$ cat src/hw/rx_timer_pkg.sv
// Shared constants, register map and state encoding for the receive response timers
package rx_timer_pkg;
   // Core clock rate and the reader reference oscillator that defines the timer steps
   localparam int CLOCK_MHZ = 100;
   localparam int REF_KHZ_X10 = 135600;
   localparam int REF_CYCLES_BLANK_STEP = 128;
   localparam int REF_CYCLES_SILENCE_STEP = 512;
   // Step lengths in ns, rounded up from whole reference cycles; the common factor keeps products within 32 bits
   localparam int NS_SCALE = 40;
   localparam int REF_DIV = REF_KHZ_X10 / NS_SCALE;
   localparam int BLANK_STEP_NS = (REF_CYCLES_BLANK_STEP * (10000000 / NS_SCALE) + REF_DIV - 1) / REF_DIV;
   localparam int SILENCE_STEP_NS = (REF_CYCLES_SILENCE_STEP * (10000000 / NS_SCALE) + REF_DIV - 1) / REF_DIV;
   // Least times: round up to whole core cycles
   localparam int BLANK_STEP_CYCLES = (BLANK_STEP_NS * CLOCK_MHZ + 999) / 1000;
   localparam int SILENCE_STEP_CYCLES = (SILENCE_STEP_NS * CLOCK_MHZ + 999) / 1000;
   // Protocol presets in us, turned into the nearest step count
   localparam int SILENCE_HIGH_RATE_US = 755;
   localparam int SILENCE_LOW_RATE_US = 1812;
   localparam int BLANK_MIN_RESPONSE_US = 293;
   localparam logic [7:0] SILENCE_PRESET_HIGH =
      8'((SILENCE_HIGH_RATE_US * 1000 + SILENCE_STEP_NS / 2) / SILENCE_STEP_NS);
   localparam logic [7:0] SILENCE_PRESET_LOW =
      8'((SILENCE_LOW_RATE_US * 1000 + SILENCE_STEP_NS / 2) / SILENCE_STEP_NS);
   localparam logic [7:0] BLANK_PRESET =
      8'((BLANK_MIN_RESPONSE_US * 1000 + BLANK_STEP_NS / 2) / BLANK_STEP_NS);
   localparam logic [7:0] SILENCE_DEFAULT = 8'h0e;
   // Register map
   localparam int ADDR_W = 8;
   localparam int DATA_W = 8;
   localparam logic [7:0] PROTOCOL_CONTROL_ADDR = 8'h01;
   localparam logic [7:0] NO_RESPONSE_WAIT_TIME_ADDR = 8'h07;
   localparam logic [7:0] RECEIVE_BLANKING_TIME_ADDR = 8'h08;
   localparam logic [7:0] IRQ_STATUS_ADDR = 8'h0c;
   // Field layout
   localparam int PROTOCOL_FIELD_W = 5;
   localparam int HIGH_RATE_BIT = 1;
   localparam int SILENCE_FLAG_BIT = 0;
   localparam logic [4:0] PROTOCOL_DEFAULT = 5'h02;
   localparam logic [7:0] READ_ZERO = 8'h00;
   typedef enum logic [1:0] {
      LINK_IDLE = 2'b00,
      LINK_BLANKING = 2'b01,
      LINK_WAITING = 2'b10
   } link_state_t;
endpackage

$ cat src/hw/timer_if.sv
// Control and status signals between the timer owner and one step timer
`timescale 1ns/1ns
interface timer_if;
   logic start;
   logic stop;
   logic [7:0] value;
   logic running;
   logic done;
   modport ctl(output start, output stop, output value, input running, input done);
   modport tmr(input start, input stop, input value, output running, output done);
endinterface

$ cat src/hw/step_timer.sv
// Down-counting timer of programmable whole steps with a prescaler
`timescale 1ns/1ns
module step_timer #(
   parameter int STEP_CYCLES = 944
) (
   input wire logic clock,
   input wire logic arst_n,
   input wire logic ce,
   timer_if.tmr tif
);
   localparam int PRE_W = $clog2(STEP_CYCLES) + 1;
   localparam logic [PRE_W-1:0] PRE_LAST = PRE_W'(STEP_CYCLES - 1);

   if (STEP_CYCLES < 2 || STEP_CYCLES * 255 >= (1 << 24)) begin : g_check
      $error("step_timer: STEP_CYCLES out of range");
   end

   logic [PRE_W-1:0] pre, next_pre;
   logic [7:0] units, next_units;
   logic running, next_running;
   logic done, next_done;

   // A value of zero leaves the timer idle: no wait, no expiry
   always_comb begin
      next_pre = pre;
      next_units = units;
      next_running = running;
      next_done = 1'b0;
      if (tif.stop) begin
         next_running = 1'b0;
      end else if (tif.start) begin
         next_running = (tif.value != 8'h00);
         next_pre = PRE_LAST;
         next_units = tif.value;
      end else if (running) begin
         if (pre == '0) begin
            next_pre = PRE_LAST;
            if (units == 8'h01) begin
               next_running = 1'b0;
               next_done = 1'b1;
            end else begin
               next_units = units - 8'h01;
            end
         end else begin
            next_pre = pre - PRE_W'(1);
         end
      end
   end

   always_ff @(posedge clock or negedge arst_n) begin
      if (!arst_n) begin
         pre <= '0;
         units <= 8'h00;
         running <= 1'b0;
         done <= 1'b0;
      end else if (ce) begin
         pre <= next_pre;
         units <= next_units;
         running <= next_running;
         done <= next_done;
      end
   end

   assign tif.running = running;
   assign tif.done = done;

   // Helper: clock-enabled cycles since the last start, and the value it took
   logic [23:0] elapsed;
   logic [7:0] started_value;
   always_ff @(posedge clock or negedge arst_n) begin
      if (!arst_n) begin
         elapsed <= 24'h000000;
         started_value <= 8'h00;
      end else if (ce) begin
         if (tif.start && !tif.stop) begin
            elapsed <= 24'h000000;
            started_value <= tif.value;
         end else if (running) begin
            elapsed <= elapsed + 24'h000001;
         end
      end
   end
endmodule

$ cat src/hw/rx_response_timers.sv
// Receive blanking and no-response timers with their register port
//
// How it works
// RQ1: A silence timer runs from each slot start until a tag answer begins.
// RQ2: Silence timeout without answer sets the status flag and raises the interrupt.
// RQ3: One silence step equals 37.76 us.
// RQ4: Silence register is eight bits; 1 to 255 steps reach 9628 us.
// RQ5: Silence counting starts when the transmitted end of frame finishes.
// RQ6: Silence register returns to 0x0e on reset and while enable is low.
// RQ7: Protocol writes preset silence to 755 us high rate, 1812 us low rate.
// RQ8: After transmit, decoders stay in reset for the programmed blanking time.
// RQ9: Blanking register is eight bits, 9.44 us steps, up to 2407 us.
// RQ10: Blanking starts at end of frame; the receive input is ignored meanwhile.
// RQ11: Protocol writes preset blanking to the 293 us minimum response time.
// RQ12: The protocol field's rate bit selects high or low rate presets.
// RQ13: Steps come from 128 and 512 reference cycles of 13.56 MHz.
// RQ14: Both timer registers read back and may be overwritten after presets.
//
// Our own choice: the plain strobed port.
`timescale 1ns/1ns
module rx_response_timers (
   input wire logic clock,
   input wire logic arst_n,
   input wire logic ce,
   input wire logic enable_pin,
   input wire logic rx_pin,
   input wire logic tx_eof_done,
   input wire logic rx_response_start,
   input wire logic [rx_timer_pkg::ADDR_W-1:0] addr,
   input wire logic [rx_timer_pkg::DATA_W-1:0] wdata,
   input wire logic wr,
   input wire logic rd,
   output logic [rx_timer_pkg::DATA_W-1:0] rdata,
   output logic irq,
   output logic decoder_hold,
   output logic rx_gated
);
   timer_if silence_if();
   timer_if blank_if();

   step_timer #(
      .STEP_CYCLES(rx_timer_pkg::SILENCE_STEP_CYCLES) // [RQ3] [RQ4] [RQ13]
   ) u_silence (
      .clock(clock),
      .arst_n(arst_n),
      .ce(ce),
      .tif(silence_if.tmr)
   );

   step_timer #(
      .STEP_CYCLES(rx_timer_pkg::BLANK_STEP_CYCLES) // [RQ9] [RQ13]
   ) u_blank (
      .clock(clock),
      .arst_n(arst_n),
      .ce(ce),
      .tif(blank_if.tmr)
   );

   // Pin synchronisers: the first stage feeds only the second
   logic [2:0] enable_sync, next_enable_sync;
   logic [2:0] rx_sync, next_rx_sync;
   logic enable_level, next_enable_level;
   logic rx_level, next_rx_level;

   always_comb begin
      next_enable_sync = {enable_sync[1:0], enable_pin};
      next_rx_sync = {rx_sync[1:0], rx_pin};
      next_enable_level = enable_level;
      next_rx_level = rx_level;
      if (enable_sync[1] == enable_sync[2]) begin
         next_enable_level = enable_sync[2];
      end
      if (rx_sync[1] == rx_sync[2]) begin
         next_rx_level = rx_sync[2];
      end
   end

   // Enable starts low so the registers hold their defaults until the pin is seen high
   always_ff @(posedge clock or negedge arst_n) begin
      if (!arst_n) begin
         enable_sync <= 3'h0;
         rx_sync <= 3'h0;
         enable_level <= 1'b0;
         rx_level <= 1'b0;
      end else if (ce) begin
         enable_sync <= next_enable_sync;
         rx_sync <= next_rx_sync;
         enable_level <= next_enable_level;
         rx_level <= next_rx_level;
      end
   end

   // Register file
   logic [rx_timer_pkg::PROTOCOL_FIELD_W-1:0] protocol, next_protocol;
   logic [7:0] no_response_wait_time, next_no_response_wait_time;
   logic [7:0] receive_blanking_time, next_receive_blanking_time;
   logic silence_flag, next_silence_flag;
   logic [7:0] next_rdata;
   logic proto_write, status_read;

   function automatic logic hit(input logic [7:0] a, input logic [7:0] reg_addr);
      return a == reg_addr;
   endfunction

   assign proto_write = wr && hit(addr, rx_timer_pkg::PROTOCOL_CONTROL_ADDR);
   assign status_read = rd && hit(addr, rx_timer_pkg::IRQ_STATUS_ADDR);

   always_comb begin
      next_protocol = protocol;
      next_no_response_wait_time = no_response_wait_time;
      next_receive_blanking_time = receive_blanking_time;
      next_silence_flag = silence_flag;
      next_rdata = rx_timer_pkg::READ_ZERO;
      if (!enable_level) begin
         next_protocol = rx_timer_pkg::PROTOCOL_DEFAULT;
         next_no_response_wait_time = rx_timer_pkg::SILENCE_DEFAULT; // [RQ6]
         next_receive_blanking_time = rx_timer_pkg::BLANK_PRESET;
         next_silence_flag = 1'b0;
      end else begin
         if (proto_write) begin
            next_protocol = wdata[rx_timer_pkg::PROTOCOL_FIELD_W-1:0];
            // The rate bit picks the preset; every protocol write overrides earlier tuning
            if (wdata[rx_timer_pkg::HIGH_RATE_BIT]) begin // [RQ12]
               next_no_response_wait_time = rx_timer_pkg::SILENCE_PRESET_HIGH; // [RQ7]
            end else begin
               next_no_response_wait_time = rx_timer_pkg::SILENCE_PRESET_LOW; // [RQ7]
            end
            next_receive_blanking_time = rx_timer_pkg::BLANK_PRESET; // [RQ11]
         end
         if (wr && hit(addr, rx_timer_pkg::NO_RESPONSE_WAIT_TIME_ADDR)) begin
            next_no_response_wait_time = wdata; // [RQ14]
         end
         if (wr && hit(addr, rx_timer_pkg::RECEIVE_BLANKING_TIME_ADDR)) begin
            next_receive_blanking_time = wdata; // [RQ14]
         end
         // Reading status clears it, but a timeout in the same cycle survives
         if (status_read) begin
            next_silence_flag = 1'b0;
         end
         if (silence_if.done) begin
            next_silence_flag = 1'b1; // [RQ2]
         end
      end
      if (rd) begin
         case (addr)
            rx_timer_pkg::PROTOCOL_CONTROL_ADDR: begin
               next_rdata = 8'(protocol);
            end
            rx_timer_pkg::NO_RESPONSE_WAIT_TIME_ADDR: begin
               next_rdata = no_response_wait_time; // [RQ14]
            end
            rx_timer_pkg::RECEIVE_BLANKING_TIME_ADDR: begin
               next_rdata = receive_blanking_time; // [RQ14]
            end
            rx_timer_pkg::IRQ_STATUS_ADDR: begin
               next_rdata = 8'(silence_flag) << rx_timer_pkg::SILENCE_FLAG_BIT;
            end
            default: begin
               next_rdata = rx_timer_pkg::READ_ZERO;
            end
         endcase
      end
   end

   always_ff @(posedge clock or negedge arst_n) begin
      if (!arst_n) begin
         protocol <= rx_timer_pkg::PROTOCOL_DEFAULT;
         no_response_wait_time <= rx_timer_pkg::SILENCE_DEFAULT; // [RQ6]
         receive_blanking_time <= rx_timer_pkg::BLANK_PRESET;
         silence_flag <= 1'b0;
         rdata <= rx_timer_pkg::READ_ZERO;
      end else if (ce) begin
         protocol <= next_protocol;
         no_response_wait_time <= next_no_response_wait_time;
         receive_blanking_time <= next_receive_blanking_time;
         silence_flag <= next_silence_flag;
         rdata <= next_rdata;
      end
   end

   // Exchange sequencing
   rx_timer_pkg::link_state_t state, next_state;
   logic next_decoder_hold, next_rx_gated, next_irq;
   logic answer_seen;

   // Answers are only believed once the decoders are out of reset
   assign answer_seen = rx_response_start && (state == rx_timer_pkg::LINK_WAITING);

   always_comb begin
      next_state = state;
      silence_if.start = 1'b0;
      silence_if.stop = 1'b0;
      silence_if.value = no_response_wait_time;
      blank_if.start = 1'b0;
      blank_if.stop = 1'b0;
      blank_if.value = receive_blanking_time;
      if (!enable_level) begin
         silence_if.stop = 1'b1;
         blank_if.stop = 1'b1;
         next_state = rx_timer_pkg::LINK_IDLE;
      end else if (tx_eof_done) begin
         // Both intervals are measured from the end of the transmitted frame
         silence_if.start = 1'b1; // [RQ5] [RQ1]
         blank_if.start = 1'b1; // [RQ10]
         if (receive_blanking_time != 8'h00) begin
            next_state = rx_timer_pkg::LINK_BLANKING;
         end else begin
            next_state = rx_timer_pkg::LINK_WAITING;
         end
      end else begin
         case (state)
            rx_timer_pkg::LINK_IDLE: begin
               next_state = rx_timer_pkg::LINK_IDLE;
            end
            rx_timer_pkg::LINK_BLANKING: begin
               if (blank_if.done) begin
                  next_state = rx_timer_pkg::LINK_WAITING; // [RQ8]
               end
            end
            rx_timer_pkg::LINK_WAITING: begin
               if (answer_seen) begin
                  silence_if.stop = 1'b1; // [RQ1]
                  next_state = rx_timer_pkg::LINK_IDLE;
               end
            end
            default: begin
               next_state = rx_timer_pkg::LINK_IDLE;
            end
         endcase
      end
      next_decoder_hold = (next_state == rx_timer_pkg::LINK_BLANKING); // [RQ8]
      next_rx_gated = rx_level && (next_state != rx_timer_pkg::LINK_BLANKING); // [RQ10]
      next_irq = next_silence_flag; // [RQ2]
   end

   always_ff @(posedge clock or negedge arst_n) begin
      if (!arst_n) begin
         state <= rx_timer_pkg::LINK_IDLE;
         decoder_hold <= 1'b0;
         rx_gated <= 1'b0;
         irq <= 1'b0;
      end else if (ce) begin
         state <= next_state;
         decoder_hold <= next_decoder_hold;
         rx_gated <= next_rx_gated;
         irq <= next_irq;
      end
   end
endmodule

$ cat config.mk
export PLATFORM = sky130hd
export DESIGN_NAME = rx_response_timers
export DESIGN_NICKNAME = d
export VERILOG_FILES = /design/src/hw/rx_timer_pkg.sv /design/src/hw/timer_if.sv /design/src/hw/step_timer.sv /design/src/hw/rx_response_timers.sv
export SDC_FILE = /design/constraint.sdc
export NUM_CORES = 1
export LEC_CHECK = 0
export BUFFER_PORTS_ARGS = -buffer_cell sky130_fd_sc_hd__buf_2
export CORE_MARGIN = 2
export CORE_UTILIZATION = 35
export CTS_CLUSTER_SIZE = 30
export DETAILED_ROUTE_END_ITERATION = 8
export PLACE_DENSITY_LB_ADDON = 0.05
export RECOVER_POWER = 25
export SLEW_MARGIN = 15
export SYNTH_ARGS = -nofsm -noshare
export SYNTH_HDL_FRONTEND = slang
export SYNTH_SLANG_ARGS = --single-unit
$ cat constraint.sdc
create_clock -name clock -period 2.3 [get_ports clock]
set_input_delay 0.46 -clock clock [delete_from_list [all_inputs] [get_ports clock]]
set_output_delay 0.46 -clock clock [all_outputs]
set_load 0.05 [all_outputs]
Word-level counts from Yosys, hierarchy flattened --
Index checks and enable logic that the tools add are counted. W data, S select, Z words.
Storage, ports and cells: flip-flop bits (word level) 86, ROM bits 0, output and inout port bits 11, bits in latches 0, word-level logic and storage cells 127, bits in writable memories 0, input bits 25, memories 0
Cells by class: multiply operators 0, equal/unequal tests 18, shifts and indexed selects 0, reduce and logical (&&, ||, !) cells 24, magnitude comparators 0, muxes and demuxes 60, divide/modulo/power cells 0, bitwise gates (word level) 1, add/sub/neg operators 4
Operators by type and width (count):
- $mux W8 | 15
- $mux W13 | 3
- $mux W11 | 3
- $pmux W8 S4 | 1
- $mux W1 | 29
- $eq A8 B1 Y1 const B | 3
- $eq A8 B4 Y1 const B | 2
- $reduce_bool A8 Y1 | 2
- $sub A8 B1 Y8 const B | 2
- $logic_not A13 Y1 | 1
- $sub A13 B1 Y13 const B | 1
- $reduce_and A2 Y1 | 6
- $logic_not A11 Y1 | 1
- $sub A11 B1 Y11 const B | 1
- $mux W2 | 5
- $mux W5 | 2
- $reduce_and A5 Y1 | 2
- $ne A3 B1 Y1 const B | 3
- $eq A8 B3 Y1 const B | 1
- $reduce_bool A2 Y1 | 4
- $logic_and A1 B1 Y1 | 6
- $mux W6 | 1
- $reduce_and A3 Y1 | 2
- $eq A2 B1 Y1 const B | 2
- 6 further kinds | 9

Depth between registers and ports, before layout --
Gate-level depths: netlist (run 1).
word-level depth 8, mapped depth 8, depth with buffers taken out 7

Hierarchy --
From an unflattened synthesis (run 1), not the netlist that was laid out.
Unflattened totals: cells, all modules 542, area total of the unflattened synthesis 5081.1 um2
By module, submodules not included:
- rx_response_timers | times used 1, sequential area each 1062.3 um2, area each 2168.3 um2, cells each 221
- step_timer (u_silence) | times used 1, sequential area each 575.6 um2, area each 1562.7 um2, cells each 171
- step_timer (u_blank) | times used 1, sequential area each 525.5 um2, area each 1350.0 um2, cells each 150

Worst setup path before layout (run 1) --
OpenSTA, ideal clock, no wires.
path type flip-flop to flip-flop, start register u_blank.pre[4], end register u_blank.units[5], path buffers 1, data required time 2.213 ns, arrival 2.111 ns, stages on the path, launching flop included 7, clock period less this slack 2.198 ns, setup time 0.087 ns, slack 0.102 ns, cell sequence dfrtp_1 or4_4 or4_4 buf_6 nor3_4 a311oi_1 a211oi_2
On the way: word-level cells in the longest chain between the ends 3
RTL lines:
- start, declared | line step_timer.sv:18 | logic [PRE_W-1:0] pre, next_pre;
- start signal, assigned | line step_timer.sv:57 | pre <= next_pre;
- $logic_not A11 Y1 | line step_timer.sv:36 | if (pre == '0) begin
- $reduce_bool A2 Y1 (no source line)
- $reduce_and A5 Y1 (no source line)
- end signal, assigned | line step_timer.sv:58 | units <= next_units;
- end, declared | line step_timer.sv:19 | logic [7:0] units, next_units;
Every way passes these cells. A chain may end at the register's enable or synchronous reset.

Final worst setup path (run 1) --
start register u_blank.pre[0], end register u_blank.units[1]
Same word-level chain as after synthesis.

==> metrics.md, run 1 <==
| Metric | Value |
|---|---|
| Outcome | finished with violations |
| Violated checks | max-capacitance violations, max-slew violations |
| Power Dens Cells | approximately 930 nW/um2 |
| Clk_lat worst skew | 340 ps |
| Synth-to-layout area growth | 20.8% |
| Top cell type's share of synthesized area | 0.426 |
| Crit. End Element | flop |
| Largest net degree at the start of global routing | 33 |
| Residual DRC | 0 |
| First-pass GRT wire length | 20.3 mm |
| Post-synthesis cell area | 4520 um2 |
| DRT Pass-1 Iters | 4 |
| Clock buffer depth | 2 |
| Worst r2r src | u_blank.pre[0]$_DFFE_PN0P_ |
| Register area | 2160 um2 |
| Hold slack | 347 ps |
| Hold Path Sink | enable_sync[0]$_DFFE_PN0P_ |
| Initial antenna violation count | 0 |
| CP Launch Type | flop |
| CP arrival | 2460 ps |
| Syn nets | between 500 and 600 |
| Minimum clock period | 2230 ps |
| All-Layer GR Usage | 0.183 |
| Fraction of registers with async set/reset | 1.00 |
| Setup-failing EPs final | 0 |
| Worst Hold Launch | enable_pin |
| Area occupied by multi-input gates | about 2200 um2 |
| Syn Inst Count | 470 |
| Netlist cell types | 63 |
| Via count | about 3800 |
| Chip Width | 118 um |
| EDFF count, synth | 0 |
| Slew Viols, Final | 28 |
| Period utilization | 0.969 |
| Ant diodes | 0 |
| RePlAce Congestion | around 0.85 |
| Seq/Total Area, Yosys | 0.479 |
| Clock-pin transition on the worst setup and hold timing paths | 70 ps |
| Setup CP Type | flop to flop |
| Fillers | 1285 |
| Leakage | 0.00231 uW |
| MaxCap Viol Count | 1 |
| Die area | 13800 um2 |
| FF+latch count, synth | 86 |
| Critical path required time | between 2000 and 3000 ps |
| R2r endpoint | u_blank.units[1]$_DFFE_PN0P_ |
| Clock Skew | 5.79 ps |
| Hold Crit Class | input port to flop |
| Worst setup path startpoint | u_blank.pre[0]$_DFFE_PN0P_ |
| Total Wirelength | 12.2 mm |
| Core area | 12600 um2 |
| Layout cells sized above 1 | 0.228 |
| Ys Warns | 0 |
| Root Driver | clkbuf_16 |
| Via-to-Cell Ratio | approximately 5.3 |
| RSZ-0062 raised after global routing | true |
| Routed Antenna Nets | 0 |
| Final Instance Area | between 5000 and 6000 um2 |
| Hold buffers post-CTS | 0 |
| Htree depth | 3 |
| Number of global-route vias before repair | 3869 |
| Hold path depth | 2 |
| R2r setup slk | 70 ps |
| Top-level I/O count | 36 |
| Max Clock Freq | around 450 MHz |
| Slew headroom | -0.114 |
| DRT iter0 DRCs | 241 |
| Fin nets | 569 |
| CTS tree | built |
| R2R depth | 8 |
| CTS buffer count | 9 |
| DP HPWL | 9.12 mm |
| Top cells by area, synth | dfrtp_1 43%, dfstp_2 5.2%, nor2_1 4.3%, nand2_1 3.9%, ha_1 2.8% |
| Primary FF master, synth | dfrtp_1 |
| Dominant cell type by area after synthesis | dfrtp_1 |
| Worst vdd ir | 0.000399 V |
| Worst-Margin Slew | 1670 ps |
| Syn_area_per_cell | 9.61 um2 |
| Total clock sinks | 86 |
| Count of input and output buffers | 35 |
| Gr ovfl total | 0 |
| Placement Rows | just over 40 |
| Initial core utilization | 0.358 |
| Final hold vios | 0 |
| Placed inst area | 5100 um2 |
| Die height | 118 um |
| CP Max Fanout | 7 |
| Wire per inst | 17.1 um |
==> what timing repair did <==
action	4_1_cts	5_1_grt
gates resized for setup	0	13
setup buffers	0	3
pin swaps	1	4
setup endpoints to repair	1	13
==> cells by family (layout without fill, tap and decap cells) <==
family	Yosys count	after routing	share of synthesized area
mux	7	7	0.0169
buf+inv	39	108	0.0341
flops	86	86	0.479
fa+ha+maj	10	10	0.0277
simple gates	190	190	0.216
compound gates	124	124	0.199
xor+xnor	14	14	0.0271
==> cell type report <==
type / instances / area share
Timing Repair Buffer: 70 / 0.0823
Sequential cell: 86 / 0.396
Multi-Input combinational cell: 345 / 0.412
Clock inverter: 6 / 0.0128
Tap cell: 172 / 0.0394
Inverter: 22 / 0.0151
Clock buffer: 10 / 0.0419
==> registers in the layout (all words and copies together) (netlist names), 2 cells and up <==
name                   flops
u_silence.pre             13
u_blank.pre               11
blank_if.value             8
no_response_wait_time      8
rdata                      8
u_blank.units              8
u_silence.units            8
protocol                   5
enable_sync                3
rx_sync                    3
state                      2
==> how the worst max path moves through the flow <==
| stage | end | slack [ps] | cells after the start |
|---|---|---|---|
| 3_3_place_gp | u_blank.units[5]$_DFFE_PN0P_ | 60 | 7 |
| 5_1_grt | u_blank.units[3]$_DFFE_PN0P_ | -80 | 7 |
| 6_report | u_blank.units[1]$_DFFE_PN0P_ | 70 | 8 |
| 3_5_place_dp | u_blank.units[3]$_DFFE_PN0P_ | 30 | 7 |
| 4_1_cts | u_silence.units[3]$_DFFE_PN0P_ | 20 | 9 |
| 2_1_floorplan | u_blank.units[5]$_DFFE_PN0P_ | 100 | 6 |
==> metal layers <==
metal  track usage  wire length, um  vias to the layer above
li1              -                -                     1860
met1         0.250             5860                     1856
met2         0.289             5740                       70
met3        0.0378              328                       15
met4        0.0640              233                        0
met5             0                0                        -
==> where the power goes <==
group / switching, uW / total [uW] / internal, uW
clock network: 635 / 1490 / 850
logic: 803 / 1430 / 628
registers: 327 / 2170 / 1840
==> synth_stat cells, drive strengths merged (2+ instances only) <==
cell type   n
a311oi      4
nand3b      4
nand4       6
a2bb2oi     2
dfstp       9
nor2b       2
nor4       12
nand2      47
nor3       14
inv        22
a31oi       4
and2        6
mux2i       2
o21ai      26
o41ai       2
or3b        2
ha         10
o211ai      7
dfrtp      77
o22a        4
mux2        5
or2         2
xor2        8
o21a        5
a211oi      4
nor3b       4
a22o       13
buf         2
xnor2       6
nand3      13
or4         8
o32ai       2
o22ai       3
o2bb2ai    10
a22oi      10
a21oi      18
or3         6
clkbuf     15
a41oi       2
nand2b      4
o211a       2
nor2       54
and4        2
==> stage by stage <==
stage / TNS, ps / total power (uW) / setup slack (ps) / std cells / util
6_report: 0 / 5080 / 71.0 / 711 / 0.433
5_1_grt: -252 / 5440 / -84.2 / 711 / 0.433
4_1_cts: 0 / 5080 / 24.5 / 708 / 0.428
3_5_place_dp: 0 / 3560 / 28.4 / 692 / 0.405
3_3_place_gp: 0 / 3530 / 60.5 / 692 / 0.405
2_1_floorplan: 0 / 3070 / 102 / 470 / -
==> critical path, cell delays in order, from the launching register on <==
cell     delay [ps]
dfrtp_1         410
inv_2            70
ha_1            130
or4b_1          430
or4_4           500
nor3_4          240
buf_4           170
a31oi_1          70
o21a_1          110
==> cell usage in the layout, fill, tap and decap left out, types with 4 or more instances in the layout <==
master     Yosys  layout
dfrtp_1       77      77
nor2_1        52      52
nand2_1       47      47
buf_2          0      34
buf_4          0      33
o21ai_0       25      24
inv_1         22      20
a21oi_1       18      18
a22o_1        13      13
nand3_1       13      12
nor3_1        12      12
o2bb2ai_1     10      10
ha_1          10      10
a22oi_1       10       9
dfstp_2        9       9
clkbuf_16      0       9
nor4_1        11       8
xor2_1         8       8
o211ai_1       7       7
nand4_1        6       6
xnor2_1        6       6
or3_1          6       6
and2_1         5       5
o21a_1         5       5
mux2_2         5       5
or4_4          2       4
nor4_2         1       4
nor3b_1        4       4
or4_1          6       4
nand2b_1       4       4
nand3b_1       4       4
a31oi_1        4       4
o22a_1         4       4
Note: power is estimated with default switching activity, not from simulation.
==> run 2, diff against run 1 <==
CORE_UTILIZATION = 54   (was 35)
SETUP_SLACK_MARGIN = 0.1   (was unset)
==> run 2 against run 1 <==
  * The flow finishes with violations (max-capacitance violations, max-slew violations, negative setup slack)
  * Non-clock buffer count up 9
  * Setup slack worse by 76 ps
  * Cell count down 8.2%
  * Via count up 1.9%
==> metrics.md, run 2 (synthesis gave the netlist of run 1 again) <==
| Metric | Value |
|---|---|
| Outcome | finished with violations |
| Violated checks | max-capacitance violations, max-slew violations, negative setup slack |
| Power Dens Cells | 878 nW/um2 |
| Via count | 3875 |
| Minimum clock period | ~2300 ps |
| Clock Skew | 15.1 ps |
| Die height | 95.5 um |
| Fin nets | 578 |
| Count of input and output buffers | 35 |
| Hold buffers post-CTS | 0 |
| Routed Antenna Nets | 0 |
| Crit. End Element | flop |
| Top flop regs | u_silence.pre x13, u_blank.pre x11 |
| Root Driver | clkbuf_8 |
| RePlAce Congestion | 0.939 |
| Fillers | between 600 and 700 |
| Synth-to-layout area growth | 18.0% |
| Total clock sinks | 86 |
| DP HPWL | 8.17 mm |
| Final hold vios | 0 |
| Setup CP Type | flop to flop |
| All-Layer GR Usage | 0.263 |
| Largest Register | u_silence.pre |
| CTS tree | built |
| Initial core utilization | 0.553 |
| Slew Viols, Final | 32 |
| RSZ-0062 raised after global routing | true |
| CP arrival | 2590 ps |
| Via-to-Cell Ratio | 5.93 |
| Worst-path cell chain | inv_2, ha_1, or4b_1, or4_4, nor3_4, buf_4, a311oi_2, a211oi_2 |
| Wire per inst | around 17 um |
| Total Wirelength | 11.2 mm |
| Residual DRC | 0 |
| Largest net degree at the start of global routing | 39 |
| Setup-failing EPs final | 2 |
| Number of global-route vias before repair | 3851 |
| Worst vdd ir | 0.000428 V |
| Htree depth | 3 |
| Clock buffer depth | 2 |
| Dpl ws | -54.7 ps |
| Worst-Margin Slew | 1750 ps |
| Clock-pin transition on the worst setup and hold timing paths | around 100 ps |
| Initial antenna violation count | 0 |
| Placement Rows | 33 |
| DRT iter0 DRCs | 231 |
| Crit path largest cell delay | 500 ps |
| Layout cells sized above 1 | 0.241 |
| Ant diodes | 0 |
| First-pass GRT wire length | 18.5 mm |
| Hold Crit Class | input port to flop |
| Slew headroom | -0.165 |
| Critical path required time | approximately 2600 ps |
| Max Clock Freq | 434 MHz |
| CTS buffer count | 9 |
| Critical path's slowest cell | or4_4 |
| Die area | 9110 um2 |
| Setup ws final | -5.01 ps |
| Clk_lat worst skew | 370 ps |
| Chip Width | 95.5 um |
| Leakage | 0.00231 uW |
| CP Max Fanout | 7 |
| Number of flip-flops in the largest register | 13 |
| Final Util | 0.652 |
| MaxCap Viol Count | 1 |
| Gr ovfl total | 0 |
| Core area | ~8200 um2 |
| CP Launch Type | flop |
| Commonest non-fill, non-tap cell in the layout | dfrtp_1 |
| Top-level I/O count | 36 |
| Commonest non-fill, non-tap cells in the layout | 77 x dfrtp_1, 51 x nor2_1, 47 x nand2_1 |
| Period utilization | 1.00 |
| DRT Pass-1 Iters | 4 |
## run 2: cell type report
type	instances	area (um2)	share of cell area
Multi-Input combinational cell	345	2250	0.422
Sequential cell	86	2160	0.406
Timing Repair Buffer	79	517	0.0969
Tap cell	105	131	0.0246
Clock buffer	9	124	0.0232
Inverter	22	82.6	0.0155
Clock inverter	7	62.6	0.0117
## run 2: path summary, 6_finish.rpt
check	start	to	slack, ps	cells after the start
worst min-delay path	rx_pin	rx_sync[0]$_DFFE_PN0P_	320	2
max in group asynchronous	arst_n	no_response_wait_time[1]$_DFFE_PN1P_	610	2
worst max register to register	u_blank.pre[1]$_DFFE_PN0P_	u_blank.units[5]$_DFFE_PN0P_	-5	8
min in group asynchronous	arst_n	u_silence.pre[4]$_DFFE_PN0P_	540	1
worst max-delay path	u_blank.pre[1]$_DFFE_PN0P_	u_blank.units[5]$_DFFE_PN0P_	-5	8
worst min register to register	decoder_hold$_DFFE_PN0P_	decoder_hold$_DFFE_PN0P_	500	1
## run 2: layer usage
layer / up-vias / global-route usage / share of wire
li1: 1878 / - / -
met1: 1883 / 0.357 / 0.45
met2: 97 / 0.425 / 0.49
met3: 17 / 0.0364 / 0.043
met4: 0 / 0.108 / 0.019
met5: - / 0 / 0
## run 2: power by group
group          internal, uW  switching (uW)  total [uW]
Sequential             1840             330        2170
Clock                   417             610        1030
Combinational           668             814        1480
## run 2: repair_timing
action	CTS	global route
resized for setup	7	12
buffers inserted	5	10
pin swaps	7	7
setup endpoints to repair	13	26
## run 2: metrics by stage
stage               hold WS, ps  total power (uW)  cell area (um2)  cells  setup TNS [ps]
finish                      316              4680             5330    653           -8.01
global route                304              5000             5330    653            -456
CTS                        16.2              4590             5230    643               0
detailed placement          425              3500             4990    622            -135
global placement            427              3440             4990    622               0
floorplan                   164              3070             4520    470               0
## run 2: worst max-delay path: cells and delay by family, from the launching register on
kind | cells | cell delay [ps]
buffers and inverters | 2 | 230
flip-flops | 1 | 420
AND/OR/NAND/NOR | 3 | 1180
AO/OA/AOI/OAI | 2 | 270
adder cells (fa/ha/maj) | 1 | 120
==> run 3, diff against run 2 <==
REMOVE_ABC_BUFFERS = 1   (was unset)
==> run 3 against run 2 <==
  * The run now ends clean
  * Core utilization grew 0.20 points
  * Clock power is essentially flat
  * Cell count shrank 0.15%
  * Clock skew shrank 5.6 ps
  * Combinational power is essentially flat
  * Highest routed layer unchanged
  * Die area is the same
  * Critical path type unchanged
  * Sequential power is essentially flat
  * Via count grew 0.34%
==> metrics.md, run 3 (synthesis gave the netlist of run 1 again) <==
| Metric | Value |
|---|---|
| Setup CP Type | flop to flop |
| Minimum clock period | 2250 ps |
| Setup TNS | 0 ps |
| Largest net degree at the start of global routing | about 50 |
| Slew Viols, Final | 0 |
| Setup-failing EPs final | 0 |
| Die height | 95.5 um |
| Core area | 8180 um2 |
| Die area | 9110 um2 |
| Hold buffers post-CTS | 0 |
| Fin nets | 577 |
| Clock-pin transition on the worst setup and hold timing paths | 100 ps |
| Total Wirelength | 11.0 mm |
| Critical path required time | 2570 ps |
| Placed Cells incl. Taps | 622 |
| Power Dens Cells | 870 nW/um2 |
| Commonest non-fill, non-tap cell in the layout | dfrtp_1 |
| Max Clock Freq | ~440 MHz |
| Comb pwr share | 0.320 |
| Largest Register | u_silence.pre |
| Finished Layout Cells | 652 |
| Chip Width | 95.5 um |
| Initial antenna violation count | 0 |
| Wire per inst | 16.8 um |
| Number of global-route vias before repair | ~3800 |
| RePlAce Congestion | slightly above 0.9 |
| Period utilization | 0.978 |
| Number of flip-flops in the largest register | 13 |
| Outcome | completed |
| First-pass GRT wire length | 18.1 mm |
| Count of input and output buffers | 35 |
| CTS tree | built |
| Htree depth | 3 |
| Layout cells sized above 1 | 0.249 |
| CP arrival | 2520 ps |
| Routed Antenna Nets | 0 |
| Slew headroom | 0.164 |
| MaxCap Viol Count | 0 |
| Clock buffer depth | 2 |
| Final Util | 0.654 |
| Via-to-Cell Ratio | between 5 and 6 |
| Leakage | 0.00233 uW |
| CP Launch Type | flop |
| Via count | 3888 |
| Synth-to-layout area growth | 18.3% |
| Total clock sinks | 86 |
| Crit. End Element | flop |
| DRT Pass-1 Iters | 4 |
| Sequential share of power | 0.466 |
| Placement Rows | 33 |
| Root Driver | clkbuf_8 |
| Top flop regs | u_silence.pre x13, u_blank.pre x11 |
| Clock Skew | 9.53 ps |
| Hold Crit Class | input port to flop |
| CP Max Fanout | 5 |
| Initial core utilization | 0.553 |
| Gr ovfl total | 0 |
| CTS buffer count | 9 |
| Top-level I/O count | 36 |
| Residual DRC | 0 |
| All-Layer GR Usage | 0.257 |
| Ant diodes | 0 |
| Net Switching | about 1700 uW |
| Sw Share | 0.373 |
| DP HPWL | 7.99 mm |
| DRT iter0 DRCs | around 170 |
| Worst vdd ir | 0.000471 V |
| RSZ-0062 raised after global routing | true |
| Commonest non-fill, non-tap cells in the layout | 77 x dfrtp_1, 50 x nor2_1, 47 x nand2_1 |
| Fillers | 679 |
| Final hold vios | 0 |
| Clock power frac | 0.214 |
| Clk_lat worst skew | 360 ps |
| Int Power | 2920 uW |
| Worst-Margin Slew | 1250 ps |
[run 3: cell types whose count changed in the layout (fill, tap and decap cells not counted), sizes merged]
cell,previous run,this run
clkinvlp,1,0
inv,27,26
buf,78,77
clkinv,1,3
[run 3: worst paths after layout]
| kind | endpoint | from | cells after the start | slack, ps |
|---|---|---|---|---|
| max | u_blank.units[6]$_DFFE_PN0P_ | u_blank.pre[1]$_DFFE_PN0P_ | 8 | 50 |
| min | enable_sync[0]$_DFFE_PN0P_ | enable_pin | 2 | 320 |
| max reg2reg | u_blank.units[6]$_DFFE_PN0P_ | u_blank.pre[1]$_DFFE_PN0P_ | 8 | 50 |
| min reg2reg | protocol[1]$_DFFE_PN1P_ | protocol[1]$_DFFE_PN1P_ | 2 | 490 |
| max in group asynchronous | u_blank.units[3]$_DFFE_PN0P_ | arst_n | 2 | 1150 |
| min in group asynchronous | rx_gated$_DFFE_PN0P_ | arst_n | 1 | 360 |
[run 3: final cells by class]
cell class | count | area (um2) | share of cell area
clock inverter | 7 | 56.3 | 0.0105
inverter | 22 | 82.6 | 0.0154
clock buffer | 9 | 124 | 0.0232
tap | 105 | 131 | 0.0246
multi-input combinational | 345 | 2280 | 0.426
sequential | 86 | 2160 | 0.405
timing repair buffer | 78 | 510 | 0.0955
[run 3: through the flow]
stage	power (uW)	instance area [um2]	hold WS (ps)	setup slack, ps
finish	4650	5350	320	49.9
global route	4960	5350	301	-32.0
CTS	4590	5240	128	60.7
detailed placement	3530	4990	473	-39.2
global placement	3470	4990	473	61.0
floorplan	3040	4450	164	139
[run 3: worst max-delay path, stage by stage, from the launching register on]
cell and delay, ps:
dfrtp_1 410, inv_2 70, ha_1 130, or4b_4 440
or4_4 480, buf_4 180, nor3_4 180, nor3_1 60
a311oi_1 210
[run 3: routing by layer]
layer | track usage | vias up | routed length (um)
met1 | 0.347 | 1899 | 5110
met2 | 0.419 | 91 | 5220
met5 | 0 | - | 0
met3 | 0.0340 | 22 | 375
met4 | 0.105 | 0 | 247
li1 | - | 1876 | -
[run 3: power by group through the flow]
| stage | Combinational, uW | Clock (uW) | Sequential [uW] |
|---|---|---|---|
| after global routing | 1660 | 1100 | 2210 |
| after CTS | 1420 | 1020 | 2150 |
| after detailed placement | 1360 | 0 | 2170 |
| after global placement | 1310 | 0 | 2160 |
| after floorplan | 891 | 0 | 2150 |
| final | 1490 | 997 | 2170 |
[run 3: repair_timing]
action	CTS	global route
pin swaps	6	5
setup buffers	5	9
resized for setup	9	13
endpoints found under the setup margin	14	33
